`config.mk`:
```
export PLATFORM = sky130hd
export DESIGN_NAME = t1flp_link_port
export DESIGN_NICKNAME = d
export VERILOG_FILES = /design/src/t1flp_pkg.sv /design/src/t1flp_link_port.sv /design/src/t1flp_ones_run.sv
export SDC_FILE = /design/constraint.sdc
export NUM_CORES = 1
export LEC_CHECK = 0
export BUFFER_PORTS_ARGS = -buffer_cell sky130_fd_sc_hd__buf_2
export CAP_MARGIN = 40
export CORE_MARGIN = 4
export CORE_UTILIZATION = 45
export DETAILED_ROUTE_END_ITERATION = 8
export HOLD_SLACK_MARGIN = 0.08
export PLACE_DENSITY = 0.62
export SYNTH_ARGS = -nofsm -noshare
export SYNTH_HDL_FRONTEND = slang
export SYNTH_SLANG_ARGS = --single-unit
```
`constraint.sdc`:
```
create_clock -name mclk_in -period 2.1 [get_ports mclk_in]
set_clock_uncertainty 0.05 [all_clocks]
set_input_delay 0.315 -clock mclk_in [delete_from_list [all_inputs] [get_ports mclk_in]]
set_output_delay 0.315 -clock mclk_in [all_outputs]
set_load 0.02 [all_outputs]
```
`src/t1flp_pkg.sv`:
```
// Summary of operation
// RL1: link bits shift one by one into the 8-bit receive register, first bit LSB.
// RL2: a byte completes every 8 link bits and sets the receive-full flag.
// RL3: receive-full flag with its mask bit enabled pulls the interrupt low.
// RL4: host reads each received byte before the next byte overwrites it.
// RL5: a byte equal to either match byte sets the match flag, maskable interrupt.
// RL6: with destuff enabled, a zero after exactly five ones is dropped.
// RL7: a zero after six or more ones is kept, so flags and aborts pass.
// RL8: host should enable destuffing whenever the data link is extracted.
// RL9: transmit byte is sent LSB first into the framer's link bit slots.
// RL10: after eight bits are sent the transmit-empty flag is set, maskable interrupt.
// RL11: if no new byte is written, the previous byte is sent again.
// RL12: with stuffing enabled, a zero is inserted after five consecutive ones.
// RL13: host should enable stuffing whenever the data link is inserted.
// RL14: for Fs insertion host loads 1Ch, selects register source, enables boundary load.
// RL15: slc-96 message fields pass through the same receive and transmit byte registers.
// RL16: transmit byte is captured at each byte boundary; mid-byte writes wait.
package t1flp_pkg;
   localparam int unsigned ADDR_W = 8;
   localparam int unsigned DATA_W = 8;
   localparam logic [7:0] REG_RX_BYTE   = 8'hc0;
   localparam logic [7:0] REG_TX_BYTE   = 8'hc1;
   localparam logic [7:0] REG_MATCH_ONE = 8'hc2;
   localparam logic [7:0] REG_MATCH_TWO = 8'hc3;
   localparam logic [7:0] REG_STATUS    = 8'hd0;
   localparam logic [7:0] REG_MASK      = 8'hd1;
   localparam logic [7:0] REG_RX_CTRL2  = 8'hd2;
   localparam logic [7:0] REG_TX_CTRL2  = 8'hd3;
   localparam logic [7:0] REG_TX_CTRL1  = 8'hd4;
   localparam int unsigned ST_MATCH   = 1;
   localparam int unsigned ST_TXEMPTY = 2;
   localparam int unsigned ST_RXFULL  = 3;
   localparam int unsigned RC2_DESTUFF = 3;
   localparam int unsigned TC2_STUFF   = 5;
   localparam int unsigned TC2_MFLOAD  = 6;
   localparam int unsigned TC1_FS_SRC  = 2;
   localparam logic [7:0] RESET_BYTE  = 8'h00;
   localparam logic [7:0] FLAG_MASK   = 8'h0e;
   localparam logic [7:0] RC2_MASK    = 8'h08;
   localparam logic [7:0] TC2_MASK    = 8'h60;
   localparam logic [7:0] TC1_MASK    = 8'h04;
   localparam logic [7:0] FS_PATTERN  = 8'h1c;
   localparam int unsigned BITS_PER_BYTE = 8;
   localparam int unsigned STUFF_RUN     = 5;
   localparam int unsigned LINK_BIT_US   = 250;
   localparam int unsigned BYTE_TIME_US  = BITS_PER_BYTE * LINK_BIT_US;

   typedef struct packed {
      logic strobe;
      logic value;
   } t1flp_bit_t;
endpackage

```
`src/t1flp_link_port.sv`:
```
// Implementation choice: the address-and-strobe port.
`timescale 1ns/1ps
`default_nettype none
module t1flp_link_port
   import t1flp_pkg::*;
(
   input  wire logic              mclk_in,
   input  wire logic              sys_rst_in,
   input  wire logic [ADDR_W-1:0] addr_in,
   input  wire logic [DATA_W-1:0] wdata_in,
   input  wire logic              wr_in,
   input  wire logic              rd_in,
   output logic      [DATA_W-1:0] rdata_out,
   input  wire t1flp_bit_t        rx_link_in,
   input  wire logic              tx_req_in,
   input  wire logic              tx_mf_boundary_in,
   output t1flp_bit_t             tx_link_out,
   output logic                   tx_fs_from_byte_out,
   output logic                   int_n_out
);
   import t1flp_pkg::*;

   localparam logic [2:0] RUN_FIVE = 3'(STUFF_RUN);
   localparam logic [3:0] LAST_BIT = 4'(BITS_PER_BYTE - 1);

   logic [7:0] receive_link_byte;
   logic [7:0] transmit_link_byte;
   logic [7:0] receive_link_match_one;
   logic [7:0] receive_link_match_two;
   logic [7:0] link_status_flags;
   logic [7:0] link_interrupt_mask;
   logic [7:0] t1_receive_control_two;
   logic [7:0] t1_transmit_control_two;
   logic [7:0] t1_transmit_control_one;
   logic [7:0] rdata;

   logic [7:0] next_transmit_link_byte;
   logic [7:0] next_match_one;
   logic [7:0] next_match_two;
   logic [7:0] next_status;
   logic [7:0] next_mask;
   logic [7:0] next_rc2;
   logic [7:0] next_tc2;
   logic [7:0] next_tc1;
   logic [7:0] next_rdata;
   logic [7:0] flag_event;
   logic [7:0] flag_clear;

   logic [7:0] rx_shift;
   logic [3:0] rx_count;
   logic [7:0] next_receive_link_byte;
   logic [7:0] next_rx_shift;
   logic [3:0] next_rx_count;
   logic       rx_done;
   logic       rx_match;

   logic [7:0] tx_shift;
   logic [3:0] tx_count;
   logic       tx_bit;
   logic       tx_strobe;
   logic [7:0] next_tx_shift;
   logic [3:0] next_tx_count;
   logic       next_tx_bit;
   logic       next_tx_strobe;
   logic       tx_done;
   logic       tx_step;

   logic [2:0] rx_run;
   logic [2:0] tx_run;
   logic       rx_drop;
   logic       tx_stuff;
   logic [7:0] tx_cur;

   function automatic logic hit(input logic [ADDR_W-1:0] a, input logic [7:0] off);
      hit = (a == off);
   endfunction

   // run of ones seen on the received link
   t1flp_ones_run #(
      .RUN_W (3)
   ) u_rx_run (
      .mclk_in    (mclk_in),
      .sys_rst_in (sys_rst_in),
      .step_in    (rx_link_in.strobe),
      .bit_in     (rx_link_in.value),
      .run_out    (rx_run)
   );

   // run of ones already sent on the transmit link, stuffed zeros included
   t1flp_ones_run #(
      .RUN_W (3)
   ) u_tx_run (
      .mclk_in    (mclk_in),
      .sys_rst_in (sys_rst_in),
      .step_in    (tx_req_in),
      .bit_in     (next_tx_bit),
      .run_out    (tx_run)
   );

   // receive deserialiser
   always_comb
   begin
      rx_drop = t1_receive_control_two[RC2_DESTUFF] && rx_link_in.strobe
                && !rx_link_in.value && (rx_run == RUN_FIVE);          // [RL6] [RL7]
      next_rx_shift          = rx_shift;
      next_rx_count          = rx_count;
      next_receive_link_byte = receive_link_byte;
      rx_done                = 1'b0;
      if (rx_link_in.strobe && !rx_drop)
      begin
         next_rx_shift = {rx_link_in.value, rx_shift[7:1]};           // [RL1] [RL15]
         if (rx_count == LAST_BIT)
         begin
            next_rx_count          = '0;
            next_receive_link_byte = next_rx_shift;                   // [RL2]
            rx_done                = 1'b1;
         end
         else
         begin
            next_rx_count = rx_count + 4'h1;
         end
      end
      rx_match = rx_done && ((next_rx_shift == receive_link_match_one)
                 || (next_rx_shift == receive_link_match_two));       // [RL5]
   end

   always_ff @(posedge mclk_in)
   begin
      if (sys_rst_in)
      begin
         rx_shift          <= RESET_BYTE;
         rx_count          <= '0;
         receive_link_byte <= RESET_BYTE;
      end
      else
      begin
         rx_shift          <= next_rx_shift;
         rx_count          <= next_rx_count;
         // unread byte is simply overwritten, host must keep up
         receive_link_byte <= next_receive_link_byte;                 // [RL4]
      end
   end

   // transmit serialiser
   always_comb
   begin
      // byte boundary takes a fresh copy, or the old byte again
      tx_cur   = (tx_count == '0) ? transmit_link_byte : tx_shift;    // [RL16] [RL11]
      tx_stuff = t1_transmit_control_two[TC2_STUFF] && (tx_run == RUN_FIVE);  // [RL12]
      tx_step  = tx_req_in && !tx_stuff;
      next_tx_shift  = tx_shift;
      next_tx_count  = tx_count;
      next_tx_bit    = tx_bit;
      next_tx_strobe = tx_req_in;
      tx_done        = 1'b0;
      if (tx_req_in)
      begin
         next_tx_bit = tx_stuff ? 1'b0 : tx_cur[0];                   // [RL9] [RL15]
      end
      if (tx_step)
      begin
         next_tx_shift = {1'b0, tx_cur[7:1]};
         if (tx_count == LAST_BIT)
         begin
            next_tx_count = '0;
            tx_done       = 1'b1;                                     // [RL10]
         end
         else
         begin
            next_tx_count = tx_count + 4'h1;
         end
      end
      // boundary load realigns the byte to the multiframe for Fs insertion
      if (t1_transmit_control_two[TC2_MFLOAD] && tx_mf_boundary_in && !tx_step)
      begin
         next_tx_count = '0;                                          // [RL14]
      end
   end

   always_ff @(posedge mclk_in)
   begin
      if (sys_rst_in)
      begin
         tx_shift  <= RESET_BYTE;
         tx_count  <= '0;
         tx_bit    <= 1'b0;
         tx_strobe <= 1'b0;
      end
      else
      begin
         tx_shift  <= next_tx_shift;
         tx_count  <= next_tx_count;
         tx_bit    <= next_tx_bit;
         tx_strobe <= next_tx_strobe;
      end
   end

   // configuration registers, reserved bits masked on the way in
   always_comb
   begin
      next_transmit_link_byte = transmit_link_byte;
      next_match_one          = receive_link_match_one;
      next_match_two          = receive_link_match_two;
      next_mask               = link_interrupt_mask;
      next_rc2                = t1_receive_control_two;
      next_tc2                = t1_transmit_control_two;
      next_tc1                = t1_transmit_control_one;
      if (wr_in)
      begin
         if (hit(addr_in, REG_TX_BYTE))
            next_transmit_link_byte = wdata_in;
         if (hit(addr_in, REG_MATCH_ONE))
            next_match_one = wdata_in;
         if (hit(addr_in, REG_MATCH_TWO))
            next_match_two = wdata_in;
         if (hit(addr_in, REG_MASK))
            next_mask = wdata_in & FLAG_MASK;
         if (hit(addr_in, REG_RX_CTRL2))
            next_rc2 = wdata_in & RC2_MASK;                           // [RL8]
         if (hit(addr_in, REG_TX_CTRL2))
            next_tc2 = wdata_in & TC2_MASK;                           // [RL13]
         if (hit(addr_in, REG_TX_CTRL1))
            next_tc1 = wdata_in & TC1_MASK;
      end
   end

   always_ff @(posedge mclk_in)
   begin
      if (sys_rst_in)
      begin
         transmit_link_byte      <= RESET_BYTE;
         receive_link_match_one  <= RESET_BYTE;
         receive_link_match_two  <= RESET_BYTE;
         link_interrupt_mask     <= RESET_BYTE;
         t1_receive_control_two  <= RESET_BYTE;
         t1_transmit_control_two <= RESET_BYTE;
         t1_transmit_control_one <= RESET_BYTE;
      end
      else
      begin
         transmit_link_byte      <= next_transmit_link_byte;
         receive_link_match_one  <= next_match_one;
         receive_link_match_two  <= next_match_two;
         link_interrupt_mask     <= next_mask;
         t1_receive_control_two  <= next_rc2;
         t1_transmit_control_two <= next_tc2;
         t1_transmit_control_one <= next_tc1;
      end
   end

   // one event line per status bit, the unused bits are never set
   always_comb
   begin
      flag_event             = '0;
      flag_event[ST_RXFULL]  = rx_done;                               // [RL2]
      flag_event[ST_MATCH]   = rx_match;                              // [RL5]
      flag_event[ST_TXEMPTY] = tx_done;                               // [RL10]
      flag_clear             = '0;
      if (wr_in && hit(addr_in, REG_STATUS))
         flag_clear = wdata_in;
   end

   // set wins so an event in the clearing cycle is not lost
   for (genvar i = 0; i < DATA_W; i++)
   begin : g_flag
      assign next_status[i] = flag_event[i] | (link_status_flags[i] & ~flag_clear[i]);
   end

   always_ff @(posedge mclk_in)
   begin
      if (sys_rst_in)
         link_status_flags <= RESET_BYTE;
      else
         link_status_flags <= next_status;
   end

   // read answer stands one cycle, zero otherwise
   always_comb
   begin
      next_rdata = '0;
      if (rd_in)
      begin
         unique case (addr_in)
            REG_RX_BYTE:   next_rdata = receive_link_byte;
            REG_TX_BYTE:   next_rdata = transmit_link_byte;
            REG_MATCH_ONE: next_rdata = receive_link_match_one;
            REG_MATCH_TWO: next_rdata = receive_link_match_two;
            REG_STATUS:    next_rdata = link_status_flags;
            REG_MASK:      next_rdata = link_interrupt_mask;
            REG_RX_CTRL2:  next_rdata = t1_receive_control_two;
            REG_TX_CTRL2:  next_rdata = t1_transmit_control_two;
            REG_TX_CTRL1:  next_rdata = t1_transmit_control_one;
            default:       next_rdata = '0;
         endcase
      end
   end

   always_ff @(posedge mclk_in)
   begin
      if (sys_rst_in)
         rdata <= RESET_BYTE;
      else
         rdata <= next_rdata;
   end

   assign rdata_out          = rdata;
   assign tx_link_out.strobe = tx_strobe;
   assign tx_link_out.value  = tx_bit;
   // cleared select means Fs comes from the transmit byte
   assign tx_fs_from_byte_out = ~t1_transmit_control_one[TC1_FS_SRC]; // [RL14]
   assign int_n_out = ~|(link_status_flags & link_interrupt_mask);    // [RL3] [RL5] [RL10]
endmodule
`default_nettype wire

```
`src/t1flp_ones_run.sv`:
```
`timescale 1ns/1ps
`default_nettype none
module t1flp_ones_run
   import t1flp_pkg::*;
#(
   parameter int unsigned RUN_W = 3
)(
   input  wire logic             mclk_in,
   input  wire logic             sys_rst_in,
   input  wire logic             step_in,
   input  wire logic             bit_in,
   output logic      [RUN_W-1:0] run_out
);
   import t1flp_pkg::*;

   localparam logic [RUN_W-1:0] RUN_SAT = RUN_W'(STUFF_RUN + 1);

   logic [RUN_W-1:0] run;
   logic [RUN_W-1:0] next_run;

   // saturates at six so "six or more" stays distinguishable from five
   always_comb
   begin
      next_run = run;
      if (step_in)
      begin
         if (!bit_in)
            next_run = '0;
         else if (run != RUN_SAT)
            next_run = run + RUN_W'(1);
      end
   end

   always_ff @(posedge mclk_in)
   begin
      if (sys_rst_in)
         run <= '0;
      else
         run <= next_run;
   end

   assign run_out = run;
endmodule
`default_nettype wire

```
* Word-level counts from Yosys, hierarchy flattened
Index checks and enable logic that the tools add are counted.
Storage, ports and cells: flip-flop bits (word level) 86, latch bits 0, RAM bits 0, memory bits (read-only) 0, bits of input ports 24, output and inout bits 12, memories kept 0
Operators by class: $add $sub $neg 4, multiply operators 0, divide/modulo/power cells 0, order comparisons 0, equal/unequal tests 19, shifts and indexed selects 0, mux-type cells 16, bitwise gates (word level) 22, reductions and logical operators 30
Operators with widths (count):
- $eq A8 B8 Y1 const B | 9
- $pmux W8 S9 | 1
- $mux W8 | 3
- $reduce_and A2 Y1 | 10
- $eq A8 B8 Y1 | 2
- $mux W3 | 4
- $logic_and A1 B1 Y1 | 10
- $not A1 Y1 | 10
- $add A4 B1 Y4 const B | 2
- $and A1 B1 Y1 | 8
- $and A8 B4 Y8 | 1
- $eq A4 B3 Y1 const B | 2
- $mux W4 | 2
- $reduce_or A8 Y1 | 1
- $add A3 B1 Y3 const B | 2
- $eq A3 B3 Y1 const B | 2
- $mux W1 | 6
- $ne A3 B3 Y1 const B | 2
- $logic_not A1 Y1 | 5
- $logic_not A4 Y1 | 1
- $reduce_or A2 Y1 | 2
- $or A1 B1 Y1 | 3
- $ne A2 B1 Y1 const B | 1
- $ne A2 B2 Y1 const B | 1
- $logic_or A1 B1 Y1 | 1

* Depth between registers and ports, before layout
Gate-level depths: netlist of the first run.
depth after elaboration 10, depth in mapped cells 10

* Modules after synthesis
Synthesis of the first run repeated with hierarchy kept, for this count alone.
Second synthesis, totals: cell total of the unflattened synthesis 496, area total of the unflattened synthesis 4217.8 um^2
By module, submodules not included:
- t1flp_link_port | instances 1, cells each 460, area an instance 3890.0 um^2
- t1flp_ones_run | instances 2, cells each 18, area an instance 163.9 um^2

* Worst setup path after synthesis of the first run
No wires, ideal clock.
kind input -> register, start point input addr_in[5], end point register link_status_flags[1], library setup time 0.120 ns, arrival 1.736 ns, slack 0.194 ns, cell stages on the path 5, cells stage by stage nand4bb_4 -> or4b_4 -> nor3b_4 -> a21oi_2 -> a211o_1
On the way: word-level cells in the longest chain between the ends 6
RTL lines:
- from (decl) | RTL line t1flp_link_port.sv:9 | input wire logic [ADDR_W-1:0] addr_in,
- $eq A8 B8 Y1 | RTL line t1flp_link_port.sv:75 | hit = (a == off);
- $logic_and A1 B1 Y1 | RTL line t1flp_link_port.sv:259 | if (wr_in && hit(addr_in, REG_STATUS))
- $mux W8 | RTL line t1flp_link_port.sv:259
- $not A1 Y1 | RTL line t1flp_link_port.sv:266 | assign next_status[i] = flag_event[i] | (link_status_flags[i] & ~flag_clear[i]);
- $and A1 B1 Y1 | RTL line t1flp_link_port.sv:266
- $or A1 B1 Y1 | RTL line t1flp_link_port.sv:266
- to (signal assigned) | RTL line t1flp_link_port.sv:274 | link_status_flags <= next_status;
- to (decl) | RTL line t1flp_link_port.sv:30 | logic [7:0] link_status_flags;
Every way passes these cells. A chain may end at the register's enable or synchronous reset.

* Final worst setup path of the first run
start point register u_rx_run.run[1], in the netlist u_rx_run.run_out[1], end point register link_status_flags[1]
On the way: word-level cells in the longest chain between the ends 9
RTL lines:
- from (decl) | RTL line t1flp_ones_run.sv:18 | logic [RUN_W-1:0] run;
- from (signal assigned) | RTL line t1flp_ones_run.sv:39 | run <= next_run;
- $eq A3 B3 Y1 (*) | RTL line t1flp_link_port.sv:104 | && !rx_link_in.value && (rx_run == RUN_FIVE);
- $logic_and A1 B1 Y1 (*) | RTL line t1flp_link_port.sv:104
- $logic_not A1 Y1 (*) | RTL line t1flp_link_port.sv:109 | if (rx_link_in.strobe && !rx_drop)
- $logic_and A1 B1 Y1 (*) | RTL line t1flp_link_port.sv:109
- $mux W8 | RTL line t1flp_link_port.sv:109
- $eq A8 B8 Y1, on equally long branches | RTL line t1flp_link_port.sv:123, t1flp_link_port.sv:124
- $logic_or A1 B1 Y1 | RTL line t1flp_link_port.sv:124 | || (next_rx_shift == receive_link_match_two));
- $logic_and A1 B1 Y1 (*) | RTL line t1flp_link_port.sv:123 | rx_match = rx_done && ((next_rx_shift == receive_link_match_one)
- $or A1 B1 Y1 (*) | RTL line t1flp_link_port.sv:266
Every way passes the cells marked *; elsewhere a longest branch is shown, timed or not.

==> results of run 1 <==
[placed cells by master, fill, tap and decap left out, drive strengths merged, types with 2 or more instances in the layout]
cell	netlist	routed
nand3b	3	3
nor2	77	77
nor3	2	2
ha	9	9
inv	15	15
a21oi	42	42
a2bb2oi	2	2
dfxtp	86	86
a211oi	12	12
bufinv	0	2
a22oi	3	3
a222oi	5	5
o21ai	4	4
nor3b	2	2
mux4	8	8
nor4	3	3
buf	7	50
nand2b	7	7
mux2i	38	38
xor2	3	3
clkinv	0	2
a211o	3	3
nand4	2	2
nand4b	4	4
nand2	40	40
xnor2	6	6
and2	2	2
o22ai	3	3
nand3	13	13
clkbuf	21	12
[sequential cells by signal, summed over array words and instances (netlist names)]
signal / cells
transmit_link_byte: 8
tx_bit: 1
tx_strobe: 1
tx_count: 4
receive_link_match_two: 8
receive_link_byte: 8
u_tx_run.run_out: 3
rdata_out: 8
t1_receive_control_two: 1
link_interrupt_mask: 3
t1_transmit_control_one: 1
t1_transmit_control_two: 2
tx_shift: 7
rx_shift: 8
rx_count: 4
u_rx_run.run_out: 3
receive_link_match_one: 8
link_status_flags: 8
[through the flow]
stage / power (uW) / std cells / worst slack [ns] / area, sq um
3_5_place_dp: 1920 / 562 / 0.0757 / 4240
6_report: 3130 / 579 / 0.160 / 4480
2_1_floorplan: 1830 / 436 / 0.194 / 3950
5_1_grt: 3270 / 579 / 0.00492 / 4480
4_1_cts: 3170 / 578 / 0.0887 / 4450
3_3_place_gp: 1910 / 562 / 0.0727 / 4240
[timing repair]
item | CTS | global route
endpoints found under the setup margin | 0 | 1
setup buffers | 0 | 1
resized for setup | 0 | 4
endpoints found under the hold margin | 0 | 0
[final cells by class]
type,count,area (sq um),area share (%)
Multi-Input combinational cell,307,2070,46.2
Clock inverter,4,70.1,1.56
Timing Repair Buffer,50,288,6.42
Clock buffer,12,145,3.24
Tap cell,105,131,2.93
Sequential cell,86,1720,38.4
Inverter,15,56.3,1.26
[routing by layer]
metal	share of wire, %	vias up	track usage (%)
li1	-	1597	-
met1	46	1554	26.6
met2	49	59	32.7
met3	3.9	10	4.61
met4	0.93	0	5.32
met5	0	-	0
[cells in the mapped netlist (2+ instances only)]
master      n  area [sq um]
nand2_1    40           150
a222oi_1    5          50.1
nand3b_1    3          22.5
a22oi_1     3          22.5
a211o_1     3          26.3
nor4_1      3          18.8
and2_1      2          12.5
o22ai_1     3          18.8
xnor2_1     6          52.6
o21ai_0     4          20.0
mux2i_1    38           380
mux4_2      8           180
nand3_1    13          65.1
a2bb2oi_1   2          17.5
ha_1        9           113
a21oi_1    41           205
a211oi_1   12          90.1
nor2_1     77           289
buf_2       5          25.0
buf_4       2          15.0
nand2b_1    7          43.8
dfxtp_1    86          1720
inv_1      15          56.3
nor3_1      2          10.0
xor2_1      3          26.3
clkbuf_1   21          78.8
nand4b_1    4          35.0
[kinds of logic (layout without fill, tap and decap cells)]
| family | Yosys count | in the layout | share of synthesized area, % |
|---|---|---|---|
| adders and majority gates | 9 | 9 | 2.85 |
| AOI/OAI and AO/OA | 81 | 81 | 13.2 |
| xor gates and xnor gates | 9 | 9 | 2.00 |
| DFF | 86 | 86 | 43.6 |
| buffers and inverters | 43 | 81 | 4.44 |
| and+or+nand+nor | 161 | 161 | 19.4 |
| muxes | 47 | 47 | 14.5 |
[how the worst min path moves through the flow]
| stage | startpoint | to | slack, ns |
|---|---|---|---|
| after floorplan | wdata_in[4] | link_status_flags[4]$_SDFF_PP0_ | 0.35 |
| after global placement | link_status_flags[6]$_SDFF_PP0_ | link_status_flags[6]$_SDFF_PP0_ | 0.39 |
| after detailed placement | link_status_flags[6]$_SDFF_PP0_ | link_status_flags[6]$_SDFF_PP0_ | 0.39 |
| after CTS | wdata_in[4] | link_status_flags[4]$_SDFF_PP0_ | 0.15 |
| after global routing | wdata_in[7] | link_status_flags[7]$_SDFF_PP0_ | 0.15 |
| final | wdata_in[7] | link_status_flags[7]$_SDFF_PP0_ | 0.15 |
[worst max-delay path, stage by stage, from the launching register on]
cell	delay, ns
dfxtp_1	0.36
inv_1	0.09
ha_1	0.20
nand4b_1	0.15
nand2_1	0.14
or2_1	0.28
a211o_1	0.24
nor4_2	0.23
a211o_1	0.16
[where the power goes]
| group | leakage, uW | internal, uW | switching (uW) |
|---|---|---|---|
| combinational | 0.00111 | 83.0 | 132 |
| sequential | 0.000695 | 1650 | 15.7 |
| clock | 0.000110 | 700 | 555 |
| total | 0.00191 | 2430 | 703 |
==> key figures, run 1 <==
Worst setup path
  – Type of origin of the critical path: register
  – Worst path required time: 2.35 ns
  – Critical path arrival: 2.19 ns
  – Critical Path Sink Type: register
  – Worst reg2reg endpoint: link_status_flags[1]$_SDFF_PP0_
  – R2R setup slack: 0.16 ns
  – Crit path to: link_status_flags[1]$_SDFF_PP0_
  – Worst r2r path cells: 8
  – CP Class: register to register
  – CP Max Fanout: 3
  – Critical path origin: u_rx_run.run_out[1]$_SDFFE_PP0P_
  – R2r startpoint: u_rx_run.run_out[1]$_SDFFE_PP0P_

Clock tree
  – CTS tree: done
  – Clk_lat worst skew: 0.35 ns
  – CTS Sinks: 86
  – H-tree lvl count: 3
  – TritonCTS buffer count: 9
  – Clock-pin slew on the worst setup and hold paths: 0.08 ns
  – Hold bufs inserted after CTS: 0
  – Root buf cell: clkbuf_8
  – CTS Buffer Depth: 2

Routing
  – DR vias: 3220
  – Post-Route WL: 9.61 mm
  – Vias/cell: 5.56
  – Initial drt markers: 246
  – WL per Instance: 16.6 um
  – DRC viols: 0
  – Final ANT Viol Nets: 0
  – DR pass1 iterations: 5

STA
  – Final setup viols: 0
  – Slew @ Worst Pin: 0.507 ns
  – Headroom to the max-slew limit: 66.1%
  – Final Hold Viols: 0
  – Fmax: 516 MHz
  – Hold_ws: 0.150 ns
  – Final min period: 1.94 ns
  – Unrepaired setup endpoints after global routing: false
  – Final-report max-slew violation count: 0
  – TNS Setup: 0 ns
  – Tcrit/Tclk final: 92.4%

Die
  – Ports: 36
  – Initial core utilization: 47.1%
  – Die ar.: 0.0103 sq mm
  – Rows: 33
  – Chip height: 102 um
  – Die width: 102 um
  – Core area: 0.00838 sq mm

Placement
  – Routability congestion estimate: 0.854
  – PortBufs: 35
  – Post-DP HPWL: 7.14 mm

Pwr
  – Worst VDD drop: 0.398 mV
  – Leakage: 0.00191 uW
  – Power Density: 699 mW/mm^2

Status
  – Status: finished, final reports clean

Yosys
  – Synthesized area: 0.00395 sq mm
  – Synth cell types: 46
  – Synth warnings: 0
  – Number of synthesized flops with an enable pin: 0
  – Async S/R FF share, synth: 0%
  – Syn Inst Count: 436
  – Yosys reg bits: 86
  – Syn nets: 469
  – Sequential area share after synthesis: 43.6%
  – Syn avg cell area: 9.05 sq um
  – Top FF cell, synth: dfxtp_1

Final layout
  – Number of diodes: 0
  – Layout Nets: 502
  – Final Core Density: 53.5%
  – Synthesis-to-layout area growth: 13.6%
  – # fillers: 818
  – Share of cells above drive strength 1: 17.3%

GRT
  – Vias in the first global route: 3176
  – Pin count of the biggest net entering global routing: 31
  – Total gr overflow: 0
  – First-pass GRT wire length: 16.1 mm
  – GRT Total Usage: 20.0%
  – Initial antenna violation count: 0

Job
  – Max-Cap Viols: 0

Worst hold path
  – Tightest Hold Check Type: input pin to register
  – Hold path depth: 2
No activity file was read; power rests on OpenSTA's default activity.
==> run 2, diff against run 1 <==
--- a/config.mk
+++ b/config.mk
@@ -8,10 +8,10 @@
 export BUFFER_PORTS_ARGS = -buffer_cell sky130_fd_sc_hd__buf_2
 export CAP_MARGIN = 40
 export CORE_MARGIN = 4
-export CORE_UTILIZATION = 45
+export CORE_UTILIZATION = 59
 export DETAILED_ROUTE_END_ITERATION = 8
 export HOLD_SLACK_MARGIN = 0.08
-export PLACE_DENSITY = 0.62
+export PLACE_DENSITY = 0.78
 export SYNTH_ARGS = -nofsm -noshare
 export SYNTH_HDL_FRONTEND = slang
 export SYNTH_SLANG_ARGS = --single-unit
==> run 2 against run 1 <==
Via count grew 2.6%; sequential share of layout area rose by 0.32 points; global-route usage up 3.4 points; critical path depth unchanged; worst setup slack got worse by 0.032 ns; maximum frequency down 1.6%; first-iteration DRC count rose by 19%; critical path type unchanged; utilization rose by 16 points; clock power is 8% lower; total power is 3.0% lower.
==> key figures, run 2 (synthesis gave the netlist of run 1 again) <==
Status
  – Status: finished, final reports clean (unchanged)

Clock tree
  – H-tree lvl count: 3 (unchanged)
  – Clock-pin slew on the worst setup and hold paths: 0.08 ns (about the same)
  – Root buf cell: clkbuf_8 (unchanged)
  – Clk_lat worst skew: 0.35 ns (about the same)
  – CTS tree: done (unchanged)
  – CTS Buffer Depth: 2 (unchanged)
  – CTS Sinks: 86 (unchanged)
  – Hold bufs inserted after CTS: 0 (unchanged)
  – TritonCTS buffer count: 9 (unchanged)

Pwr
  – Final Total Pwr: 3040 uW (was 3130 uW)
  – Gate power share: 7.1% (was 6.8%)
  – Cell internal pwr: 2310 uW (was 2430 uW)
  – Sw frac: 23.9% (was 22.4%)
  – Switch Pwr: 727 uW (was 703 uW)
  – Leakage: 0.00190 uW (was 0.00191 uW)
  – Worst VDD drop: 0.490 mV (was 0.398 mV)
  – Share of power burned in registers: 54.7% (was 53.1%)
  – Clk pwr share: 38.2% (was 40.1%)
  – Power Density: 683 mW/mm^2 (was 699 mW/mm^2)

Die
  – Die width: 89.8 um (was 102 um)
  – Core area: 0.00642 sq mm (was 0.00838 sq mm)
  – Die ar.: 0.00806 sq mm (was 0.0103 sq mm)
  – Ports: 36 (unchanged)
  – Chip height: 89.8 um (was 102 um)
  – Initial core utilization: 61.4% (was 47.1%)
  – Rows: 29 (was 33)

GRT
  – Initial antenna violation count: 0 (unchanged)
  – Pin count of the biggest net entering global routing: 46 (was 31)
  – Vias in the first global route: 3199 (was 3176)
  – GRT Total Usage: 23.4% (was 20.0%)
  – Total gr overflow: 0 (unchanged)
  – First-pass GRT wire length: 15.6 mm (was 16.1 mm)

Worst setup path
  – Critical-path top delay cell: dfxtp_2 (was dfxtp_1)
  – CP Class: register to register (unchanged)
  – Critical Path Sink Type: register (unchanged)
  – CP cell instances: inv_1, ha_1, nand4b_1, nand2_2, buf_4, mux2i_2, a211oi_2, a211o_1 (was inv_1, ha_1, nand4b_1, nand2_1, or2_1, a211o_1, nor4_2, a211o_1)
  – Crit path buffers/inverters: 2 (was 1)
  – CP Max Fanout: 9 (was 3)
  – Type of origin of the critical path: register (unchanged)
  – Critical path arrival: 2.17 ns (was 2.19 ns)
  – Crit path max-delay family: compound AO/OA/AOI/OAI gates (was simple AND/OR/NAND/NOR gates)
  – Worst path required time: 2.30 ns (was 2.35 ns)
  – Slowest stage delay, CP: 0.34 ns (was 0.36 ns)

STA
  – Hold_ws: 0.159 ns (was 0.150 ns)
  – Final-report max-slew violation count: 0 (unchanged)
  – Final setup viols: 0 (unchanged)
  – Fmax: 507 MHz (was 516 MHz)
  – Headroom to the max-slew limit: 66.4% (was 66.1%)
  – Final min period: 1.97 ns (was 1.94 ns)
  – Tcrit/Tclk final: 93.9% (was 92.4%)
  – Slew @ Worst Pin: 0.503 ns (was 0.507 ns)
  – Final Hold Viols: 0 (unchanged)

Placement
  – Post-DP HPWL: 6.58 mm (was 7.14 mm)
  – PortBufs: 35 (unchanged)
  – DP Area: 0.00420 sq mm (was 0.00424 sq mm)
  – Routability congestion estimate: 0.869 (was 0.854)
  – Dpl cells: 534 (was 562)

Final layout
  – Number of diodes: 0 (unchanged)
  – Layout Nets: 501 (was 502)
  – Final Core Density: 69.3% (was 53.5%)
  – Commonest non-fill, non-tap cell in the layout: dfxtp_1 (unchanged)
  – Most frequent cells in the layout: 85 x dfxtp_1, 77 x nor2_1, 40 x a21oi_1 (was 86 x dfxtp_1, 77 x nor2_1, 40 x nand2_1, 40 x a21oi_1, 37 x mux2i_1)
  – Design Area, Final: 0.00445 sq mm (was 0.00448 sq mm)
  – Final non-filler cell total: 550 (was 579)
  – Share of cells above drive strength 1: 18.4% (was 17.3%)
  – Synthesis-to-layout area growth: 12.7% (was 13.6%)

Worst hold path
  – Tightest Hold Check Type: input pin to register (unchanged)

Job
  – Max-Cap Viols: 0 (unchanged)

Routing
  – WL per Instance: 16.7 um (was 16.6 um)
  – Post-Route WL: 9.19 mm (was 9.61 mm)
  – Final ANT Viol Nets: 0 (unchanged)
  – Initial drt markers: 293 (was 246)
  – Vias/cell: 6.01 (was 5.56)
  – DRC viols: 0 (unchanged)
  – DR vias: 3305 (was 3220)
  – DR pass1 iterations: 5 (unchanged)
[run 2: area by class of cell]
cell class              count  area [sq um]
multi-input cells         307          2090
clock inverters             5          58.8
well taps                  77          96.3
fillers                   504          1970
inverters                  15          56.3
flip-flops and latches     86          1720
repair buffers             49           280
clock buffers              11           141
[run 2: power groups by stage]
stage | Sequential, uW | Clock (uW) | Combinational, uW
finish | 1660 | 1160 | 215
global route | 1670 | 1250 | 236
CTS | 1660 | 1170 | 208
detailed placement | 1700 | 0 | 208
global placement | 1700 | 0 | 203
floorplan | 1700 | 0 | 137
[run 2: path summary, 6_finish.rpt]
kind | startpoint | end | slack, ns | depth (start not counted)
worst max-delay path | u_rx_run.run_out[1]$_SDFFE_PP0P_ | link_status_flags[1]$_SDFF_PP0_ | 0.13 | 8
worst min-delay path | wdata_in[4] | link_status_flags[4]$_SDFF_PP0_ | 0.16 | 2
worst max register to register | u_rx_run.run_out[1]$_SDFFE_PP0P_ | link_status_flags[1]$_SDFF_PP0_ | 0.13 | 8
worst min register to register | link_status_flags[4]$_SDFF_PP0_ | link_status_flags[4]$_SDFF_PP0_ | 0.41 | 2
[run 2: worst register-to-register path: stages (launching register included)]
cell and delay (ns):
dfxtp_2 0.34, inv_1 0.09, ha_1 0.18, nand4b_1 0.20
nand2_2 0.16, buf_4 0.18, mux2i_2 0.27, a211oi_2 0.13
a211o_1 0.27
[run 2: layer usage]
layer | vias to the layer above | wire length, um | part of all wire, % | GRT usage, %
li1 | 1592 | - | - | -
met1 | 1568 | 4080 | 44 | 31.3
met2 | 134 | 4320 | 47 | 36.9
met3 | 11 | 685 | 7.5 | 7.10
met4 | 0 | 101 | 1.1 | 6.39
met5 | - | 0 | 0 | 0
[run 2: per-stage QoR]
stage	TNS (ns)	setup WS, ns
3_5_place_dp	0	0.0266
3_3_place_gp	0	0.0839
6_report	0	0.128
5_1_grt	-0.0174	-0.0174
4_1_cts	0	0.00199
2_1_floorplan	0	0.194
[run 2: what timing repair did]
action,4_1_cts,5_1_grt
buffers inserted,0,0
gates resized for setup,0,11
setup endpoints to repair,0,1
